$ cat src/adctrk_pkg.sv
// constants, register map and timing helpers for the converter control
// block; shared by the design and by whoever drives its registers.
package adctrk_pkg;

   // =====================================================================
   // clock and timing
   localparam int CLK_PERIOD_NS = 8;        // 125 MHz system clock
   localparam int SAR_MIN_STEP_NS = 1000;   // gate set-up floor per step
   localparam int SAR_STEP_SMALL_NS = 1000; // below five bits
   localparam int SAR_STEP_PER_BIT_NS = 200; // five to eight bits, per bit
   localparam int SAR_STEP_9_NS = 2400;
   localparam int SAR_STEP_10_NS = 3000;
   localparam int TRK_STEP_NS = 1000;       // tracking step period
   localparam int TRK_COUNT_NS = 500;       // count phase after sync phase
   localparam int RES_W_DEF = 10;           // default resolution in bits
   localparam int TMR_W = 16;

   // least time rounds up to whole cycles, never below one
   function automatic int ns_to_cyc(input int ns);
      int c;
      c = (ns + CLK_PERIOD_NS - 1) / CLK_PERIOD_NS;
      return (c < 1) ? 1 : c;
   endfunction

   // comparator settling per step by resolution, floored for set-up
   function automatic int sar_step_ns(input int n);
      int t;
      if (n < 5) t = SAR_STEP_SMALL_NS;
      else if (n <= 8) t = SAR_STEP_PER_BIT_NS * n;
      else if (n == 9) t = SAR_STEP_9_NS;
      else t = SAR_STEP_10_NS;
      return (t < SAR_MIN_STEP_NS) ? SAR_MIN_STEP_NS : t;
   endfunction

   localparam int TRK_STEP_CYC = ns_to_cyc(TRK_STEP_NS);
   localparam int TRK_COUNT_CYC = ns_to_cyc(TRK_COUNT_NS);
   localparam logic [TMR_W-1:0] TRK_SYNC_AT = 16'h0000;
   localparam logic [TMR_W-1:0] TRK_COUNT_AT = TMR_W'(TRK_COUNT_CYC);
   localparam logic [TMR_W-1:0] TRK_LAST_AT = TMR_W'(TRK_STEP_CYC - 1);

   // =====================================================================
   // register map, byte addresses
   localparam logic [7:0] REG_CTRL = 8'h00;   // rw: mode, tracking run
   localparam logic [7:0] REG_START = 8'h04;  // wo: bit0 starts a run in approximation mode, ignored in tracking mode
   localparam logic [7:0] REG_STATUS = 8'h08; // ro: done, busy, flags
   localparam logic [7:0] REG_TRKCNT = 8'h0C; // ro: tracking counter
   localparam logic [7:0] REG_SARRES = 8'h10; // ro: approximation result
   localparam logic [7:0] REG_DAC = 8'h14;    // ro: code on the dac

   localparam int CTRL_MODE_BIT = 0;   // 0 tracking, 1 approximation
   localparam int CTRL_RUN_BIT = 1;    // tracking steps enabled
   localparam int START_BIT = 0;
   localparam int STAT_DONE_BIT = 0;
   localparam int STAT_BUSY_BIT = 1;
   localparam int STAT_UP_BIT = 2;
   localparam int STAT_DN_BIT = 3;
   localparam logic [1:0] CTRL_RESET = 2'h0;

   typedef enum logic [1:0] {
      SAR_IDLE = 2'b00,
      SAR_RUN = 2'b01,
      SAR_SETTLE = 2'b10
   } adctrk_sar_t;

endpackage

$ cat src/adctrk_core.sv
// tracking and successive approximation control for an a/d converter,
// with a classic wishbone register slave. assumes an external dac fed
// from dac_code_o and a comparator pair whose outputs are synchronous
// to clk_i; all state freezes while ce_i is low.
//
// Design decisions made here: the Wishbone slave port and the register offsets.
`timescale 1ns/1ns
`default_nettype none

// How it works
// tracking: compare each step, count by one
// comparators agreeing means no count
// comparators pass through flags before counting
// step has sync phase then count phase
// sync sets up or down flag
// no increment at full, no decrement at zero
// count gated by xor of flags
// count phase counts once, clears both flags
// optional look-ahead carry over three-bit groups
// start loads result and distributor with msb
// distributor is a one-hot shift register, empty after the lsb
// start launches step timer; step after loop
// step keeps or clears bit, sets next
// run ends after n steps plus settling
// step period covers comparator settling by resolution
// step period never below one microsecond
// approximation uses comparator without sync flags
// done raised after lsb, held until start
// mode selects which method drives dac
module adctrk_core
   import adctrk_pkg::*;
#(
   parameter int RES_W = RES_W_DEF,
   parameter bit LOOKAHEAD = 1'b1
) (
   input wire logic clk_i,
   input wire logic rst_i,
   input wire logic ce_i,
   input wire logic wb_cyc_i,
   input wire logic wb_stb_i,
   input wire logic wb_we_i,
   input wire logic [7:0] wb_adr_i,
   input wire logic [3:0] wb_sel_i,
   input wire logic [31:0] wb_dat_i,
   output logic [31:0] wb_dat_o,
   output logic wb_ack_o,
   input wire logic cmp_below_i,
   input wire logic cmp_above_i,
   output logic [RES_W-1:0] dac_code_o,
   output logic done_o
);

   // =====================================================================
   // timing
   localparam int SAR_STEP_CYC = ns_to_cyc(sar_step_ns(RES_W));
   localparam logic [TMR_W-1:0] SAR_RELOAD = TMR_W'(SAR_STEP_CYC - 1);
   localparam logic [RES_W-1:0] MSB_ONE = {1'b1, {(RES_W-1){1'b0}}};
   localparam logic [RES_W-1:0] FULL = {RES_W{1'b1}};
   localparam logic [RES_W-1:0] ZERO = {RES_W{1'b0}};

   // increment with the carry chain split into three-bit groups: a group
   // of all ones passes the carry straight on instead of rippling
   function automatic logic [RES_W-1:0] trk_inc(input logic [RES_W-1:0] v);
      logic [RES_W:0] cy;
      logic [RES_W-1:0] r;
      cy = '0;
      r = '0;
      cy[0] = 1'b1;
      for (int i = 0; i < RES_W; i++) begin
         if (LOOKAHEAD && i >= 3 && (i % 3) == 0) begin
            cy[i] = cy[i-3] & (&v[i-1 -: 3]);
         end
         r[i] = v[i] ^ cy[i];
         if (!(LOOKAHEAD && (i % 3) == 2)) begin
            cy[i+1] = cy[i] & v[i];
         end
      end
      return r;
   endfunction

   // =====================================================================
   // state
   logic [1:0] ctrl_ff, nxt_ctrl;
   logic ack_ff, nxt_ack;
   logic [31:0] rdat_ff, nxt_rdat;
   logic [TMR_W-1:0] trk_tmr_ff, nxt_trk_tmr;
   logic up_ff, nxt_up;
   logic dn_ff, nxt_dn;
   logic [RES_W-1:0] cnt_ff, nxt_cnt;
   adctrk_sar_t sar_st_ff, nxt_sar_st;
   logic [TMR_W-1:0] sar_tmr_ff, nxt_sar_tmr;
   logic [RES_W-1:0] res_ff, nxt_res;
   logic [RES_W-1:0] dist_ff, nxt_dist;
   logic done_ff, nxt_done;
   logic [RES_W-1:0] dac_ff, nxt_dac;

   logic bus_req, bus_wr, sar_mode, start_ev;
   logic sync_ph, count_ph, inc_ev, dec_ev, step_ev;
   logic [31:0] status_w;

   assign sar_mode = ctrl_ff[CTRL_MODE_BIT];
   // new request only; ack_ff high blocks a second take of the same one
   assign bus_req = wb_cyc_i & wb_stb_i & ~ack_ff;
   assign bus_wr = bus_req & wb_we_i & wb_sel_i[0];
   assign start_ev = bus_wr & (wb_adr_i == REG_START) &
      wb_dat_i[START_BIT] & sar_mode;
   // two phases from one timer: sync first, count a half period later
   assign sync_ph = ~sar_mode & ctrl_ff[CTRL_RUN_BIT] &
      (trk_tmr_ff == TRK_SYNC_AT);
   assign count_ph = ~sar_mode & ctrl_ff[CTRL_RUN_BIT] &
      (trk_tmr_ff == TRK_COUNT_AT);
   // only the synchronised flags reach the counter, xor keeps them apart
   assign inc_ev = count_ph & (up_ff ^ dn_ff) & up_ff &
      (cnt_ff != FULL);
   assign dec_ev = count_ph & (up_ff ^ dn_ff) & dn_ff &
      (cnt_ff != ZERO);
   assign step_ev = (sar_st_ff == SAR_RUN) & (sar_tmr_ff == 16'h0000);
   assign status_w = {{(32 - 4){1'b0}}, dn_ff, up_ff,
      (sar_st_ff != SAR_IDLE), done_ff};

   // =====================================================================
   // next-state logic
   always_comb begin
      nxt_ctrl = ctrl_ff;
      nxt_ack = bus_req;
      nxt_rdat = rdat_ff;
      nxt_trk_tmr = trk_tmr_ff;
      nxt_up = up_ff;
      nxt_dn = dn_ff;
      nxt_cnt = cnt_ff;
      nxt_sar_st = sar_st_ff;
      nxt_sar_tmr = sar_tmr_ff;
      nxt_res = res_ff;
      nxt_dist = dist_ff;
      nxt_done = done_ff;

      // register writes: only the low byte lane carries fields
      if (bus_wr && wb_adr_i == REG_CTRL) begin
         nxt_ctrl = wb_dat_i[1:0];
      end
      // reads answer with the ack; unmapped offsets read zero
      if (bus_req && !wb_we_i) begin
         unique case (wb_adr_i)
            REG_CTRL: nxt_rdat = 32'(ctrl_ff);
            REG_STATUS: nxt_rdat = status_w;
            REG_TRKCNT: nxt_rdat = 32'(cnt_ff);
            REG_SARRES: nxt_rdat = 32'(res_ff);
            REG_DAC: nxt_rdat = 32'(dac_ff);
            default: nxt_rdat = 32'h00000000;
         endcase
      end

      // tracking timer free-runs while tracking is enabled
      if (!sar_mode && ctrl_ff[CTRL_RUN_BIT]) begin
         nxt_trk_tmr = (trk_tmr_ff == TRK_LAST_AT) ? TRK_SYNC_AT :
            trk_tmr_ff + 16'h0001;
      end else begin
         nxt_trk_tmr = TRK_SYNC_AT;
      end
      if (sync_ph) begin
         nxt_up = up_ff | cmp_below_i;
         nxt_dn = dn_ff | cmp_above_i;
      end
      if (count_ph) begin
         nxt_up = 1'b0;
         nxt_dn = 1'b0;
      end
      // a stopped tracker drops its flags, so a stale flag left from
      // the last sync phase cannot count once tracking runs again
      if (sar_mode || !ctrl_ff[CTRL_RUN_BIT]) begin
         nxt_up = 1'b0;
         nxt_dn = 1'b0;
      end
      if (inc_ev) begin
         nxt_cnt = trk_inc(cnt_ff);
      end else if (dec_ev) begin
         nxt_cnt = cnt_ff - {{(RES_W-1){1'b0}}, 1'b1};
      end

      // approximation sequencer; a start mid-run restarts it
      unique case (sar_st_ff)
         SAR_IDLE: begin
         end
         SAR_RUN: begin
            if (sar_tmr_ff != 16'h0000) begin
               nxt_sar_tmr = sar_tmr_ff - 16'h0001;
            end else begin
               // raw comparator decides only the selected bit
               if (cmp_above_i) begin
                  nxt_res = res_ff & ~dist_ff;
               end
               nxt_res = nxt_res | (dist_ff >> 1);
               nxt_dist = dist_ff >> 1;
               nxt_sar_tmr = SAR_RELOAD;
               if (dist_ff[0]) begin
                  nxt_sar_st = SAR_SETTLE;
               end
            end
         end
         SAR_SETTLE: begin
            // last bit gets one more step of settling before done
            if (sar_tmr_ff != 16'h0000) begin
               nxt_sar_tmr = sar_tmr_ff - 16'h0001;
            end else begin
               nxt_sar_st = SAR_IDLE;
               nxt_done = 1'b1;
            end
         end
         default: nxt_sar_st = SAR_IDLE;
      endcase
      if (start_ev) begin
         nxt_res = MSB_ONE;
         nxt_dist = MSB_ONE;
         nxt_sar_tmr = SAR_RELOAD;
         nxt_sar_st = SAR_RUN;
         nxt_done = 1'b0;
      end
      nxt_dac = nxt_ctrl[CTRL_MODE_BIT] ? nxt_res : nxt_cnt;
   end

   // =====================================================================
   // registers
   always_ff @(posedge clk_i) begin
      if (rst_i) begin
         ctrl_ff <= CTRL_RESET;
         ack_ff <= 1'b0;
         rdat_ff <= 32'h00000000;
         trk_tmr_ff <= 16'h0000;
         up_ff <= 1'b0;
         dn_ff <= 1'b0;
         cnt_ff <= ZERO;
         sar_st_ff <= SAR_IDLE;
         sar_tmr_ff <= 16'h0000;
         res_ff <= ZERO;
         dist_ff <= ZERO;
         done_ff <= 1'b0;
         dac_ff <= ZERO;
      end else if (ce_i) begin
         ctrl_ff <= nxt_ctrl;
         ack_ff <= nxt_ack;
         rdat_ff <= nxt_rdat;
         trk_tmr_ff <= nxt_trk_tmr;
         up_ff <= nxt_up;
         dn_ff <= nxt_dn;
         cnt_ff <= nxt_cnt;
         sar_st_ff <= nxt_sar_st;
         sar_tmr_ff <= nxt_sar_tmr;
         res_ff <= nxt_res;
         dist_ff <= nxt_dist;
         done_ff <= nxt_done;
         dac_ff <= nxt_dac;
      end
   end

   assign wb_ack_o = ack_ff;
   assign wb_dat_o = rdat_ff;
   assign dac_code_o = dac_ff;
   assign done_o = done_ff;
endmodule

`default_nettype wire

$ cat config.mk
export PLATFORM = sky130hd
export DESIGN_NAME = adctrk_core
export DESIGN_NICKNAME = d
export VERILOG_FILES = /design/src/adctrk_pkg.sv /design/src/adctrk_core.sv
export SDC_FILE = /design/constraint.sdc
export NUM_CORES = 1
export LEC_CHECK = 0
export BUFFER_PORTS_ARGS = -buffer_cell sky130_fd_sc_hd__buf_4
export CORE_MARGIN = 2
export CORE_UTILIZATION = 55
export CTS_CLUSTER_SIZE = 30
export DETAILED_ROUTE_END_ITERATION = 6
export PLACE_DENSITY = 0.79
export SYNTH_ARGS = -nofsm -noshare
export SYNTH_HDL_FRONTEND = slang
export SYNTH_SLANG_ARGS = --single-unit
$ cat constraint.sdc
create_clock -name clk_i -period 3.7 [get_ports clk_i]
set_input_delay 0.555 -clock clk_i [delete_from_list [all_inputs] [get_ports clk_i]]
set_output_delay 0.555 -clock clk_i [all_outputs]
set_load 0.05 [all_outputs]
After elaboration in Yosys (flattened, before gate mapping)
Index checks and enable logic that the tools add are counted.

Logic and storage cells: 143. Output and inout port bits: 44. Bits in registers: 112.

Bitwise operators: 40. Reductions and logical operators: 27. Eq/ne operators: 16. Add/subtract/negate cells: 3. Multiplexer cells: 43.

Operators by type and width (number): $mux 10 (12); $mux 16 (5); $pmux 10 s5 (1); $pmux 16 s2 (1); $and 1x1->1 (22); $mux 1 (19); $reduce_and 3->1 (6); $add 16x1->16 const B (1); $eq 16x6->1 const B (1); $eq 16x7->1 const B (1); $eq 8x4->1 const B (2); $eq 8x5->1 const B (2); $logic_not 16->1 (1); $reduce_bool 16->1 (1); $sub 16x1->16 const B (1); $ne 3x3->1 const B (4); $and 10x10->10 (1); $ne 10x10->1 const B (1); $not 10->10 (1); $or 10x9->10 (1); $reduce_bool 10->1 (1); $sub 10x1->10 const B (1); $xor 1x1->1 (10); $eq 8x3->1 const B (1); 16 further kinds (32).

Longest topological paths before layout
Gate-level depths: netlist of the first run.

Depth after elaboration: 16. Gate-level depth with buffers: 9. Depth with buffers taken out: 9.

Least setup slack after synthesis of the first run
Ideal clock, no wire load.

Kind: input to register. Start point: input port wb_adr_i[5]. End point: register sar_tmr_ff[5]. Stages: 7. Data arrival time: 2.705 ns. Path slack: 0.921 ns. Required time: 3.626 ns. Cells stage by stage: or4_1 buf_2 or4_4 o22ai_4 o21ai_2 or4b_1 a31oi_1.

Word-level cells in the longest chain between the ends: 6. Elaborated cells on any way between the ends: 8.

Ends and longest elaborated chain: from (decl) (RTL line adctrk_core.sv:42) `input wire logic [7:0] wb_adr_i,`; $eq 8x3->1 (*) (RTL line adctrk_core.sv:105) `assign start_ev = bus_wr & (wb_adr_i == REG_START) &`; $and 1x1->1 (*) (2 in series) (RTL line adctrk_core.sv:105); $and 1x1->1 (*) (RTL line adctrk_core.sv:106) `wb_dat_i[START_BIT] & sar_mode;`; $ne 3x3->1 (no source line) or $reduce_bool 3->1 (tied branches); $reduce_and 3->1 (no source line); to (signal assigned) (RTL line adctrk_core.sv:247) `sar_tmr_ff <= nxt_sar_tmr;`; to (decl) (RTL line adctrk_core.sv:91) `logic [TMR_W-1:0] sar_tmr_ff, nxt_sar_tmr;`.

Mark *: on every way between the ends. The rest lies on a longest branch, timed or not. A chain may end at the register's enable or synchronous reset.

Worst setup path in the final report of the first run
Start point: input port wb_adr_i[5]. End point: register dac_ff[1] (netlist: dac_code_o[1]).

Word-level cells in the longest chain between the ends: 6. Elaborated cells on any way between the ends: 9.

Ends and longest elaborated chain: $eq 8x3->1 (RTL line adctrk_core.sv:105); $and 1x1->1 (2 in series) (RTL line adctrk_core.sv:105); $and 1x1->1 (RTL line adctrk_core.sv:106); $mux 10 (RTL line adctrk_core.sv:211) `if (start_ev) begin`; $mux 10 (*) (RTL line adctrk_core.sv:218) `nxt_dac = nxt_ctrl[CTRL_MODE_BIT] ? nxt_res : nxt_cnt;`; to (signal assigned) (RTL line adctrk_core.sv:251) `dac_ff <= nxt_dac;`; to (decl) (RTL line adctrk_core.sv:95) `logic [RES_W-1:0] dac_ff, nxt_dac;`.

Marked as above.

==> results of run 1 <==
==> routing by layer <==
layer,vias to the layer above,track usage,share of wire
met2,215,0.450,0.47
li1,2428,-,-
met4,0,0.0948,0.020
met3,29,0.0437,0.069
met1,2382,0.366,0.44
met5,-,0,0
==> flip-flops by register name, indices dropped and copies added (netlist names) <==
signal      flops
sar_tmr_ff     16
trk_tmr_ff     16
cnt_ff         10
dac_code_o     10
dist_ff        10
res_ff         10
wb_dat_o       10
ctrl_ff         2
sar_st_ff       2
dn_ff           1
done_o          1
up_ff           1
wb_ack_o        1
==> final timing paths <==
check | cells past startpoint | slack, ns | endpoint | start
max | 8 | 0.89 | dac_code_o[1]$_SDFFE_PP0P_ | wb_adr_i[5]
min | 3 | 0.45 | up_ff$_SDFFE_PP0P_ | cmp_below_i
max reg2reg | 8 | 1.10 | dac_code_o[1]$_SDFFE_PP0P_ | trk_tmr_ff[0]$_SDFFE_PP0P_
min reg2reg | 2 | 0.48 | wb_ack_o$_SDFFE_PP0P_ | wb_ack_o$_SDFFE_PP0P_
==> per-stage QoR <==
stage | setup WS (ns) | std cells
finish | 0.888 | 802
detailed placement | 0.638 | 786
global placement | 0.676 | 786
global route | 0.778 | 802
floorplan | 0.921 | 672
CTS | 1.02 | 802
==> area by class of cell <==
cell class	instances	area, sq um	share of cell area
Sequential cell	90	1800	0.315
Timing Repair Buffer	56	420	0.0735
Multi-Input combinational cell	516	3070	0.537
Inverter	13	48.8	0.00853
Tap cell	111	139	0.0243
Clock buffer	13	169	0.0295
Clock inverter	3	68.8	0.0120
==> placed cells by master, fill, tap and decap left out, types with 6 or more instances in the layout <==
| cell type | instances |
|---|---|
| sky130_fd_sc_hd__a21oi_1 | 54 |
| sky130_fd_sc_hd__a222oi_1 | 10 |
| sky130_fd_sc_hd__a2bb2oi_1 | 7 |
| sky130_fd_sc_hd__buf_4 | 56 |
| sky130_fd_sc_hd__clkbuf_8 | 12 |
| sky130_fd_sc_hd__conb_1 | 22 |
| sky130_fd_sc_hd__dfxtp_1 | 90 |
| sky130_fd_sc_hd__ha_1 | 12 |
| sky130_fd_sc_hd__inv_1 | 12 |
| sky130_fd_sc_hd__nand2_1 | 72 |
| sky130_fd_sc_hd__nand2b_1 | 7 |
| sky130_fd_sc_hd__nand3_1 | 21 |
| sky130_fd_sc_hd__nand4_1 | 12 |
| sky130_fd_sc_hd__nor2_1 | 82 |
| sky130_fd_sc_hd__nor3_1 | 22 |
| sky130_fd_sc_hd__nor4_1 | 12 |
| sky130_fd_sc_hd__o211ai_1 | 8 |
| sky130_fd_sc_hd__o21a_1 | 6 |
| sky130_fd_sc_hd__o21ai_0 | 23 |
| sky130_fd_sc_hd__or4_1 | 9 |
| sky130_fd_sc_hd__xnor2_1 | 9 |
| sky130_fd_sc_hd__xor2_1 | 18 |
==> report_power, final <==
group | total [mW] | switching (mW) | internal, mW
logic | 0.173 | 0.131 | 0.0415
clock network | 0.779 | 0.339 | 0.439
registers | 0.987 | 0.0106 | 0.977
==> critical path: cells and delay by family <==
family,cells,cell delay (ns)
simple gates,3,1.24
compound gates,2,0.70
mux,1,0.31
buf+inv,2,0.30
==> cell usage after synthesis (4+ instances only) <==
| library cell | number | area, sq um |
|---|---|---|
| sky130_fd_sc_hd__and3_1 | 5 | 31.3 |
| sky130_fd_sc_hd__nand3_1 | 21 | 105 |
| sky130_fd_sc_hd__a31o_2 | 4 | 35.0 |
| sky130_fd_sc_hd__o211ai_1 | 8 | 60.1 |
| sky130_fd_sc_hd__o21a_1 | 6 | 45.0 |
| sky130_fd_sc_hd__and4_1 | 4 | 35.0 |
| sky130_fd_sc_hd__nand4_1 | 12 | 75.1 |
| sky130_fd_sc_hd__a222oi_1 | 10 | 100 |
| sky130_fd_sc_hd__nor2b_1 | 4 | 25.0 |
| sky130_fd_sc_hd__or4_1 | 9 | 67.6 |
| sky130_fd_sc_hd__nor2_1 | 82 | 308 |
| sky130_fd_sc_hd__nand2b_1 | 7 | 43.8 |
| sky130_fd_sc_hd__or2_2 | 4 | 25.0 |
| sky130_fd_sc_hd__a21oi_1 | 54 | 270 |
| sky130_fd_sc_hd__nand2_1 | 72 | 270 |
| sky130_fd_sc_hd__a211oi_1 | 4 | 30.0 |
| sky130_fd_sc_hd__o31ai_1 | 4 | 30.0 |
| sky130_fd_sc_hd__dfxtp_1 | 90 | 1800 |
| sky130_fd_sc_hd__a22oi_1 | 4 | 30.0 |
| sky130_fd_sc_hd__nor3_1 | 22 | 110 |
| sky130_fd_sc_hd__a2bb2oi_1 | 7 | 61.3 |
| sky130_fd_sc_hd__a311oi_1 | 4 | 35.0 |
| sky130_fd_sc_hd__xor2_1 | 18 | 158 |
| sky130_fd_sc_hd__o21ai_0 | 23 | 115 |
| sky130_fd_sc_hd__o32ai_1 | 4 | 35.0 |
| sky130_fd_sc_hd__or3_1 | 5 | 31.3 |
| sky130_fd_sc_hd__a31oi_1 | 5 | 31.3 |
| sky130_fd_sc_hd__inv_1 | 12 | 45.0 |
| sky130_fd_sc_hd__clkbuf_1 | 28 | 105 |
| sky130_fd_sc_hd__nor4_1 | 12 | 75.1 |
| sky130_fd_sc_hd__buf_4 | 22 | 165 |
| sky130_fd_sc_hd__xnor2_1 | 9 | 78.8 |
| sky130_fd_sc_hd__ha_1 | 12 | 150 |
==> cell families (layout without fill, tap and decap cells) <==
| family | after synthesis | count (layout) | share of synthesized area |
|---|---|---|---|
| xor+xnor | 27 | 27 | 0.0461 |
| other cells | 1 | 22 | 0.000731 |
| flops | 90 | 90 | 0.351 |
| compound gates | 171 | 171 | 0.230 |
| buf+inv | 66 | 85 | 0.0649 |
| simple gates | 280 | 280 | 0.269 |
| fa+ha+maj | 12 | 12 | 0.0293 |
| mux | 4 | 4 | 0.00854 |
==> metrics.md, run 1 <==
| Metric | Value |
|---|---|
| Most common cell type on the critical path | sky130_fd_sc_hd__buf_4 |
| Final setup fails | 0 |
| Tmin final | 2.81 ns |
| Max-Slew Margin vs Limit | 0.350 |
| Number of nets in the layout | 750 |
| Iter 0 DRT Violations | 470 |
| Utilization after layout | 0.625 |
| Mapped Area | 0.00513 sq mm |
| Endpoints failing hold | 0 |
| Crit Path Category | in -> reg |
| Global placement routability congestion | 0.949 |
| Leakage component of the power | 2.09 nW |
| Commonest register cell after synthesis | sky130_fd_sc_hd__dfxtp_1 |
| Number of detailed-route iterations in the first pass | 7 |
| Mean area per synthesized cell | 7.88 sq um |
| Top achievable clock speed | 356 MHz |
| Category of the worst setup path capture point | flip-flop |
| CTS Hold Buffers Added | 0 |
| Pin count of the biggest net entering global routing | 57 |
| Period utilisation layout | 0.760 |
| Post-synthesis async set-or-reset flop share | 0 |
| Final total power | 1.94 mW |
| Initial antenna violation count | 0 |
| PD cells | 339 mW/mm^2 |
| Starting density of the core | 0.560 |
| Clock transition at path regs | 0.08 ns |
| Standard cell with the maximum stage delay on the critical path | sky130_fd_sc_hd__or4_1 |
| Final slew viol count | 0 |
| Number of filler instances in the final layout | 807 |
| Number of CTS-inserted buffers | 9 |
| Area Overhead vs Synth | 11.5% |
| TritonCTS clock tree | yes |
| Boundary pin count | 96 |
| Aggregate negative setup slack | 0 ns |
| Maximum clock insertion buffer count | 2 |
| Number of instances in the synthesized netlist | 651 |
| Floorplan die height | 101 microns |
| Count of flip-flops with a built-in enable after synthesis | 0 |
| DR DRC count | 5 |
| Total number of vias | 5,054 |
| FF+latch count, synth | 90 |
| Maximum resistive drop on vdd | 272 uV |
| Total number of clock tree sinks | 90 |
| Number of library cell types mapped by synthesis | 71 |
| Standard-cell row count | 35 |
| Required time at the endpoint of the critical path | 3.99 ns |
| Area of the die | 0.0101 sq mm |
| Skew-Pair Late Insertion Delay | 0.35 ns |
| Total setup buffers inserted after CTS | 0 |
| Worst min-delay path category | in -> reg |
| Count of cells resized by post-cts repair | 0 |
| Fin area | 0.00572 sq mm |
| Number of global-route vias before repair | 4,689 |
| Actual slew at the worst max-slew pin | 0.960 ns |
| Total overflow reported by the global router | 0 |
| Overall routed net length | 13,600 microns |
| Dpl hpwl | 9930 microns |
| Cell Area, Placed | 0.00548 sq mm |
| Post-Route Skew | 0.0112 ns |
| Average vias per placed instance | 6.30 |
| Data arrival time of the worst path | 3.10 ns |
| Ratio of cells with drive above 1 in the final layout | 0.130 |
| Share of synthesized area occupied by flip-flops and latches | 0.351 |
| Critical Path Max Stage Delay | 0.64 ns |
| Gr usage total | 0.274 |
| Core area | 0.00915 sq mm |
| Cells traversed along the worst timing path | buf_4 > or4_1 > nor4_1 > buf_4 > mux2i_1 > nand2_1 > a2111oi_0 > a211o_1 |
| Worst-path fanout max | 7 |
| Violated checks | DRC |
| Die Width | 101 microns |
| Worst hold slack | 0.453 ns |
| Routed Antenna Nets | 0 |
| Count of synthesis-stage warnings from yosys | 0 |
| Type of element launching the critical path | primary input |
| Diode insertion count for antenna repair | 0 |
| RSZ-0062 raised after global routing | false |
| CTS H-Tree Depth | 3 |
| Cell at the root of the clock tree | sky130_fd_sc_hd__clkbuf_8 |
| Per-cell routed wire length | 17.0 microns |
| Outcome | complete, but fails checks |
| Wire length of the first global-routing pass | 22,300 microns |
| Max-capacitance violation count | 0 |
| Number of input and output port buffers inserted | 40 |
No activity file was read; power rests on OpenSTA's default activity.
==> run 2, diff against run 1 <==
Settings changed: ABC_AREA set to 1, CORE_UTILIZATION 55 to 51, PLACE_DENSITY 0.79 to 0.77.
Clock period 3.7 ns to 2.3 ns, I/O delays scaled along.
==> metrics.md, run 2 <==
| Metric | Value |
|---|---|
| Max-Slew Margin vs Limit | 0.665 |
| Commonest register cell after synthesis | sky130_fd_sc_hd__dfxtp_1 |
| Share of the synthesized area in the top cell type | 0.328 |
| Category of the worst setup path capture point | flip-flop |
| Die Width | 108 microns |
| Type of element launching the critical path | flip-flop |
| CTS H-Tree Depth | 3 |
| Standard-cell row count | 37 |
| Required time at the endpoint of the critical path | 2.54 ns |
| Cell type with the highest aggregate area in the netlist | sky130_fd_sc_hd__dfxtp_1 |
| Overall routed net length | 13,700 microns |
| Skew-Pair Late Insertion Delay | 0.37 ns |
| Area Overhead vs Synth | 12.1% |
| PD cells | 546 mW/mm^2 |
| Final setup fails | 0 |
| Initial antenna violation count | 0 |
| Mapped Area | 0.00549 sq mm |
| Utilization after layout | 0.594 |
| TritonCTS clock tree | yes |
| Pin count of the biggest net entering global routing | 45 |
| Crit Path Category | reg -> reg |
| Count of synthesis-stage warnings from yosys | 0 |
| Tmin final | 2.07 ns |
| Most frequent cells after synthesis | sky130_fd_sc_hd__nand2_1 (188), sky130_fd_sc_hd__inv_1 (102), sky130_fd_sc_hd__dfxtp_1 (90), sky130_fd_sc_hd__nor2_1 (90), sky130_fd_sc_hd__nand3_1 (88) |
| Number of detailed-route iterations in the first pass | 5 |
| Worst-path fanout max | 7 |
| DR DRC count | 0 |
| Number of instances in the synthesized netlist | 838 |
| Iter 0 DRT Violations | 315 |
| Total setup buffers inserted after CTS | 0 |
| Total overflow reported by the global router | 0 |
| Mean area per synthesized cell | 6.56 sq um |
| Most frequent standard cell in the layout excluding fill and tap cells | sky130_fd_sc_hd__nand2_1 |
| Worst min-delay path category | in -> reg |
| FF+latch count, synth | 90 |
| Post-synthesis async set-or-reset flop share | 0 |
| Worst hold slack | 0.224 ns |
| Number of nets in the layout | 946 |
| Cell at the root of the clock tree | sky130_fd_sc_hd__clkbuf_8 |
| Maximum clock insertion buffer count | 2 |
| Outcome | complete, no violations |
| Number of library cell types mapped by synthesis | 46 |
| Global placement routability congestion | 0.894 |
| Average vias per placed instance | 5.32 |
| Dpl hpwl | 10,000 microns |
| Count of placed standard cells including taps | 1,007 |
| Total number of vias | 5,446 |
| Maximum resistive drop on vdd | 369 uV |
| Post-Route Skew | 0.00838 ns |
| Top achievable clock speed | 482 MHz |
| Data arrival time of the worst path | 2.32 ns |
| Area of the die | 0.0116 sq mm |
| Max-capacitance violation count | 0 |
| Area contributors post-synth | sky130_fd_sc_hd__dfxtp_1 (33%), sky130_fd_sc_hd__nand2_1 (13%), sky130_fd_sc_hd__nand3_1 (8.0%) |
| Aggregate negative setup slack | 0 ns |
| Clock transition at path regs | 0.09 ns |
| Ratio of cells with drive above 1 in the final layout | 0.123 |
| Endpoints failing hold | 0 |
| Wire length of the first global-routing pass | 22,400 microns |
| Routed Antenna Nets | 0 |
| Count of flip-flops with a built-in enable after synthesis | 0 |
| Number of CTS-inserted buffers | 9 |
| Starting density of the core | 0.530 |
| Per-cell routed wire length | 13.4 microns |
| Number of input and output port buffers inserted | 40 |
| Diode insertion count for antenna repair | 0 |
| Boundary pin count | 96 |
| Cell with the most instances after synthesis | sky130_fd_sc_hd__nand2_1 |
| RSZ-0062 raised after global routing | false |
| Core area | 0.0104 sq mm |
| Number of global-route vias before repair | 4,730 |
| Floorplan die height | 108 microns |
| Commonest non-fill, non-tap cells in the layout | sky130_fd_sc_hd__nand2_1 (188), sky130_fd_sc_hd__inv_1 (102), sky130_fd_sc_hd__nor2_1 (90), sky130_fd_sc_hd__dfxtp_1 (90), sky130_fd_sc_hd__nand3_1 (88) |
| Leading registers by flop count | sar_tmr_ff x16, trk_tmr_ff x16 |
| Final slew viol count | 0 |
| Period utilisation layout | 0.901 |
| Number of cells in the finished layout apart from fillers | 1,023 |
| Share of synthesized area occupied by flip-flops and latches | 0.328 |
| Leakage component of the power | 2.69 nW |
| Gr usage total | 0.242 |
| Total number of clock tree sinks | 90 |
| Actual slew at the worst max-slew pin | 0.500 ns |
[run 2: changes by cell type after synthesis, sizes merged, moves of 8 or more]
cell / delta
o21ai: +13
or4: -10
clkbuf: -14
nor4: -11
o211ai: +8
a222oi: -10
xor2: -8
inv: +97
nand3: +71
nor2: +19
nand2: +123
[run 2: worst paths after layout]
path                                                 start                         end  slack [ns]  cells past startpoint
worst max-delay path            sar_tmr_ff[0]$_SDFFE_PP0P_  dac_code_o[4]$_SDFFE_PP0P_        0.23                     11
worst min-delay path                           cmp_below_i          up_ff$_SDFFE_PP0P_        0.22                      3
worst max register to register  sar_tmr_ff[0]$_SDFFE_PP0P_  dac_code_o[4]$_SDFFE_PP0P_        0.23                     11
worst min register to register     ctrl_ff[1]$_SDFFE_PP0P_     ctrl_ff[1]$_SDFFE_PP0P_        0.47                      2
[run 2: critical path: stages, from the launching register on]
cell and delay, ns:
sky130_fd_sc_hd__dfxtp_1 0.34, sky130_fd_sc_hd__inv_1 0.11, sky130_fd_sc_hd__ha_1 0.18, sky130_fd_sc_hd__inv_1 0.06
sky130_fd_sc_hd__nor3_1 0.31, sky130_fd_sc_hd__nand3b_4 0.18, sky130_fd_sc_hd__nor2_1 0.23, sky130_fd_sc_hd__a21oi_1 0.09
sky130_fd_sc_hd__o21ai_0 0.25, sky130_fd_sc_hd__nand2_1 0.08, sky130_fd_sc_hd__nand2_1 0.07, sky130_fd_sc_hd__a21oi_1 0.05
[run 2: what timing repair did]
item / CTS / global route
setup endpoints to repair: 0 / 3
hold buffers: 0 / 0
resized for setup: 0 / 2
[run 2: kinds of logic (layout without fill, tap and decap cells)]
logic type / Yosys count / count (layout) / share of synthesized area
AND/OR/NAND/NOR: 428 / 428 / 0.356
other: 1 / 22 / 0.000683
AO/OA/AOI/OAI: 140 / 140 / 0.146
buffers and inverters: 155 / 183 / 0.123
flip-flops: 90 / 90 / 0.328
adder cells (fa/ha/maj): 12 / 12 / 0.0273
XOR/XNOR: 12 / 12 / 0.0191
[run 2: report_power, final]
group | switching [mW] | leakage, nW | internal (mW)
Sequential | 0.0320 | 0.729 | 1.58
Combinational | 0.293 | 1.84 | 0.107
Clock | 0.595 | 0.123 | 0.754
Total | 0.920 | 2.69 | 2.44
[run 2: layout make-up]
type | count | area (sq um)
clock buffers | 10 | 138
fillers | 1003 | 4210
repair buffers | 54 | 405
clock inverters | 6 | 111
flip-flops and latches | 90 | 1800
well taps | 136 | 170
multi-input cells | 614 | 3110
inverters | 113 | 425
[run 2: stage by stage]
stage                     setup WS, ns  cell area (sq um)  power [mW]
after global placement           0.272               5900        2.04
after global routing           0.00611               6160        3.48
final                            0.227               6160        3.36
after detailed placement         0.235               5900        2.05
after CTS                        0.227               6150        3.38
after floorplan                  0.493               5570        1.97
[run 2: layer usage]
metal,global-route usage,vias up,part of all wire
met5,0,-,0
met4,0.121,0,0.034
met3,0.0254,29,0.048
met2,0.391,166,0.46
met1,0.319,2455,0.46
li1,-,2796,-
==> run 3, diff against run 2 <==
Settings changed: CORE_MARGIN 2 to unset.
==> metrics.md, run 3 (synthesis results as in run 2) <==
| Metric | Value |
|---|---|
| Count of cells resized by post-cts repair | 0 |
| Per-cell routed wire length | 13.1 microns |
| Number of cells in the finished layout apart from fillers | 1,021 |
| Wire length of the first global-routing pass | 22,100 microns |
| CTS Hold Buffers Added | 0 |
| Cell at the root of the clock tree | sky130_fd_sc_hd__clkbuf_8 |
| Maximum resistive drop on vdd | 221 uV |
| Number of CTS-inserted buffers | 9 |
| Overall routed net length | 13,300 microns |
| Post-Route Skew | 0.0117 ns |
| Dpl hpwl | 9970 microns |
| Pin count of the biggest net entering global routing | 50 |
| Ratio of cells with drive above 1 in the final layout | 0.119 |
| Area of the die | 0.0112 sq mm |
| Tmin final | 2.02 ns |
| Diode insertion count for antenna repair | 0 |
| DR DRC count | 0 |
| Worst-path fanout max | 7 |
| Category of the worst setup path capture point | flip-flop |
| Floorplan die height | 106 microns |
| Period utilisation layout | 0.879 |
| Number of global-route vias before repair | 4,786 |
| Total number of clock tree sinks | 90 |
| Standard-cell row count | 37 |
| Iter 0 DRT Violations | 286 |
| PD cells | 492 mW/mm^2 |
| Total overflow reported by the global router | 0 |
| Type of element launching the critical path | flip-flop |
| Data arrival time of the worst path | 2.26 ns |
| Crit Path Category | reg -> reg |
| Final slew viol count | 0 |
| Reg area | 0.00180 sq mm |
| Worst hold slack | 0.228 ns |
| Max-Slew Margin vs Limit | 0.664 |
| Clock transition at path regs | 0.08 ns |
| Worst min-delay path category | in -> reg |
| Number of cells traversed by the worst hold path | 3 |
| Core area | 0.0104 sq mm |
| Number of input and output port buffers inserted | 40 |
| Required time at the endpoint of the critical path | 2.54 ns |
| Cell Area, Placed | 0.00590 sq mm |
| Number of filler instances in the final layout | 1,028 |
| Max-capacitance violation count | 0 |
| Area Overhead vs Synth | 10.2% |
| Final setup fails | 0 |
| Outcome | complete, no violations |
| Die Width | 106 microns |
| Boundary pin count | 96 |
| Total area of multi-input combinational cells | 0.00310 sq mm |
| Total setup buffers inserted after CTS | 0 |
| Most frequent standard cell in the layout excluding fill and tap cells | sky130_fd_sc_hd__nand2_1 |
| Number of detailed-route iterations in the first pass | 6 |
| Leakage component of the power | 2.65 nW |
| Leading registers by flop count | sar_tmr_ff x16, trk_tmr_ff x16 |
| Average vias per placed instance | 5.28 |
| Final total power | 2.98 mW |
| Starting density of the core | 0.530 |
| Total number of vias | 5,388 |
| RSZ-0062 raised after global routing | false |
| Skew-Pair Late Insertion Delay | 0.38 ns |
| Worst-case reg-to-reg path depth | 11 |
| Routed Antenna Nets | 0 |
| TritonCTS clock tree | yes |
| Top achievable clock speed | 495 MHz |
| Commonest non-fill, non-tap cells in the layout | sky130_fd_sc_hd__nand2_1 (188), sky130_fd_sc_hd__inv_1 (102), sky130_fd_sc_hd__nor2_1 (90), sky130_fd_sc_hd__dfxtp_1 (90), sky130_fd_sc_hd__nand3_1 (88) |
| Fin area | 0.00606 sq mm |
| Aggregate negative setup slack | 0 ns |
| Initial antenna violation count | 0 |
| Global placement routability congestion | 0.923 |
| Number of nets in the layout | 946 |
| Count of placed standard cells including taps | 1,007 |
| Gr usage total | 0.247 |
| Maximum clock insertion buffer count | 2 |
| Actual slew at the worst max-slew pin | 0.504 ns |
| CTS H-Tree Depth | 3 |
| Endpoints failing hold | 0 |
-- run 3: final timing paths --
path | endpoint | from | slack [ns]
setup / recovery | dac_code_o[4]$_SDFFE_PP0P_ | sar_tmr_ff[0]$_SDFFE_PP0P_ | 0.28
hold / removal | up_ff$_SDFFE_PP0P_ | cmp_below_i | 0.23
setup reg to reg | dac_code_o[4]$_SDFFE_PP0P_ | sar_tmr_ff[0]$_SDFFE_PP0P_ | 0.28
hold reg to reg | ctrl_ff[1]$_SDFFE_PP0P_ | ctrl_ff[1]$_SDFFE_PP0P_ | 0.47
-- run 3: through the flow --
stage	worst slack [ns]	util
6_report	0.279	0.584
5_1_grt	0.0631	0.584
4_1_cts	0.282	0.584
3_5_place_dp	0.285	0.569
3_3_place_gp	0.304	0.569
2_1_floorplan	0.493	-
-- run 3: final cells by class --
cell class | count | share of cell area
inverters | 113 | 0.0702
clock inverters | 3 | 0.00289
repair buffers | 54 | 0.0669
flip-flops and latches | 90 | 0.297
clock buffers | 11 | 0.0233
multi-input cells | 614 | 0.511
well taps | 136 | 0.0281
-- run 3: metal layers --
layer | vias to the layer above | wire length, microns | global-route usage
met5 | - | 0 | 0
li1 | 2797 | - | -
met1 | 2389 | 6110 | 0.320
met3 | 27 | 736 | 0.0414
met2 | 175 | 6080 | 0.399
met4 | 0 | 414 | 0.121
-- run 3: critical path: stages (launching register included) --
cell,delay (ns)
sky130_fd_sc_hd__dfxtp_1,0.34
sky130_fd_sc_hd__inv_1,0.11
sky130_fd_sc_hd__ha_1,0.17
sky130_fd_sc_hd__inv_1,0.05
sky130_fd_sc_hd__nor3_1,0.21
sky130_fd_sc_hd__nand3b_2,0.22
sky130_fd_sc_hd__nor2_1,0.22
sky130_fd_sc_hd__a21oi_1,0.09
sky130_fd_sc_hd__o21ai_0,0.26
sky130_fd_sc_hd__nand2_1,0.08
sky130_fd_sc_hd__nand2_1,0.08
sky130_fd_sc_hd__a21oi_1,0.05
-- run 3: report_power, final --
| group | total, mW | switching [mW] | internal, mW |
|---|---|---|---|
| combinational | 0.397 | 0.289 | 0.108 |
| clock | 0.965 | 0.558 | 0.407 |
| sequential | 1.62 | 0.0319 | 1.58 |
| total | 2.98 | 0.879 | 2.10 |
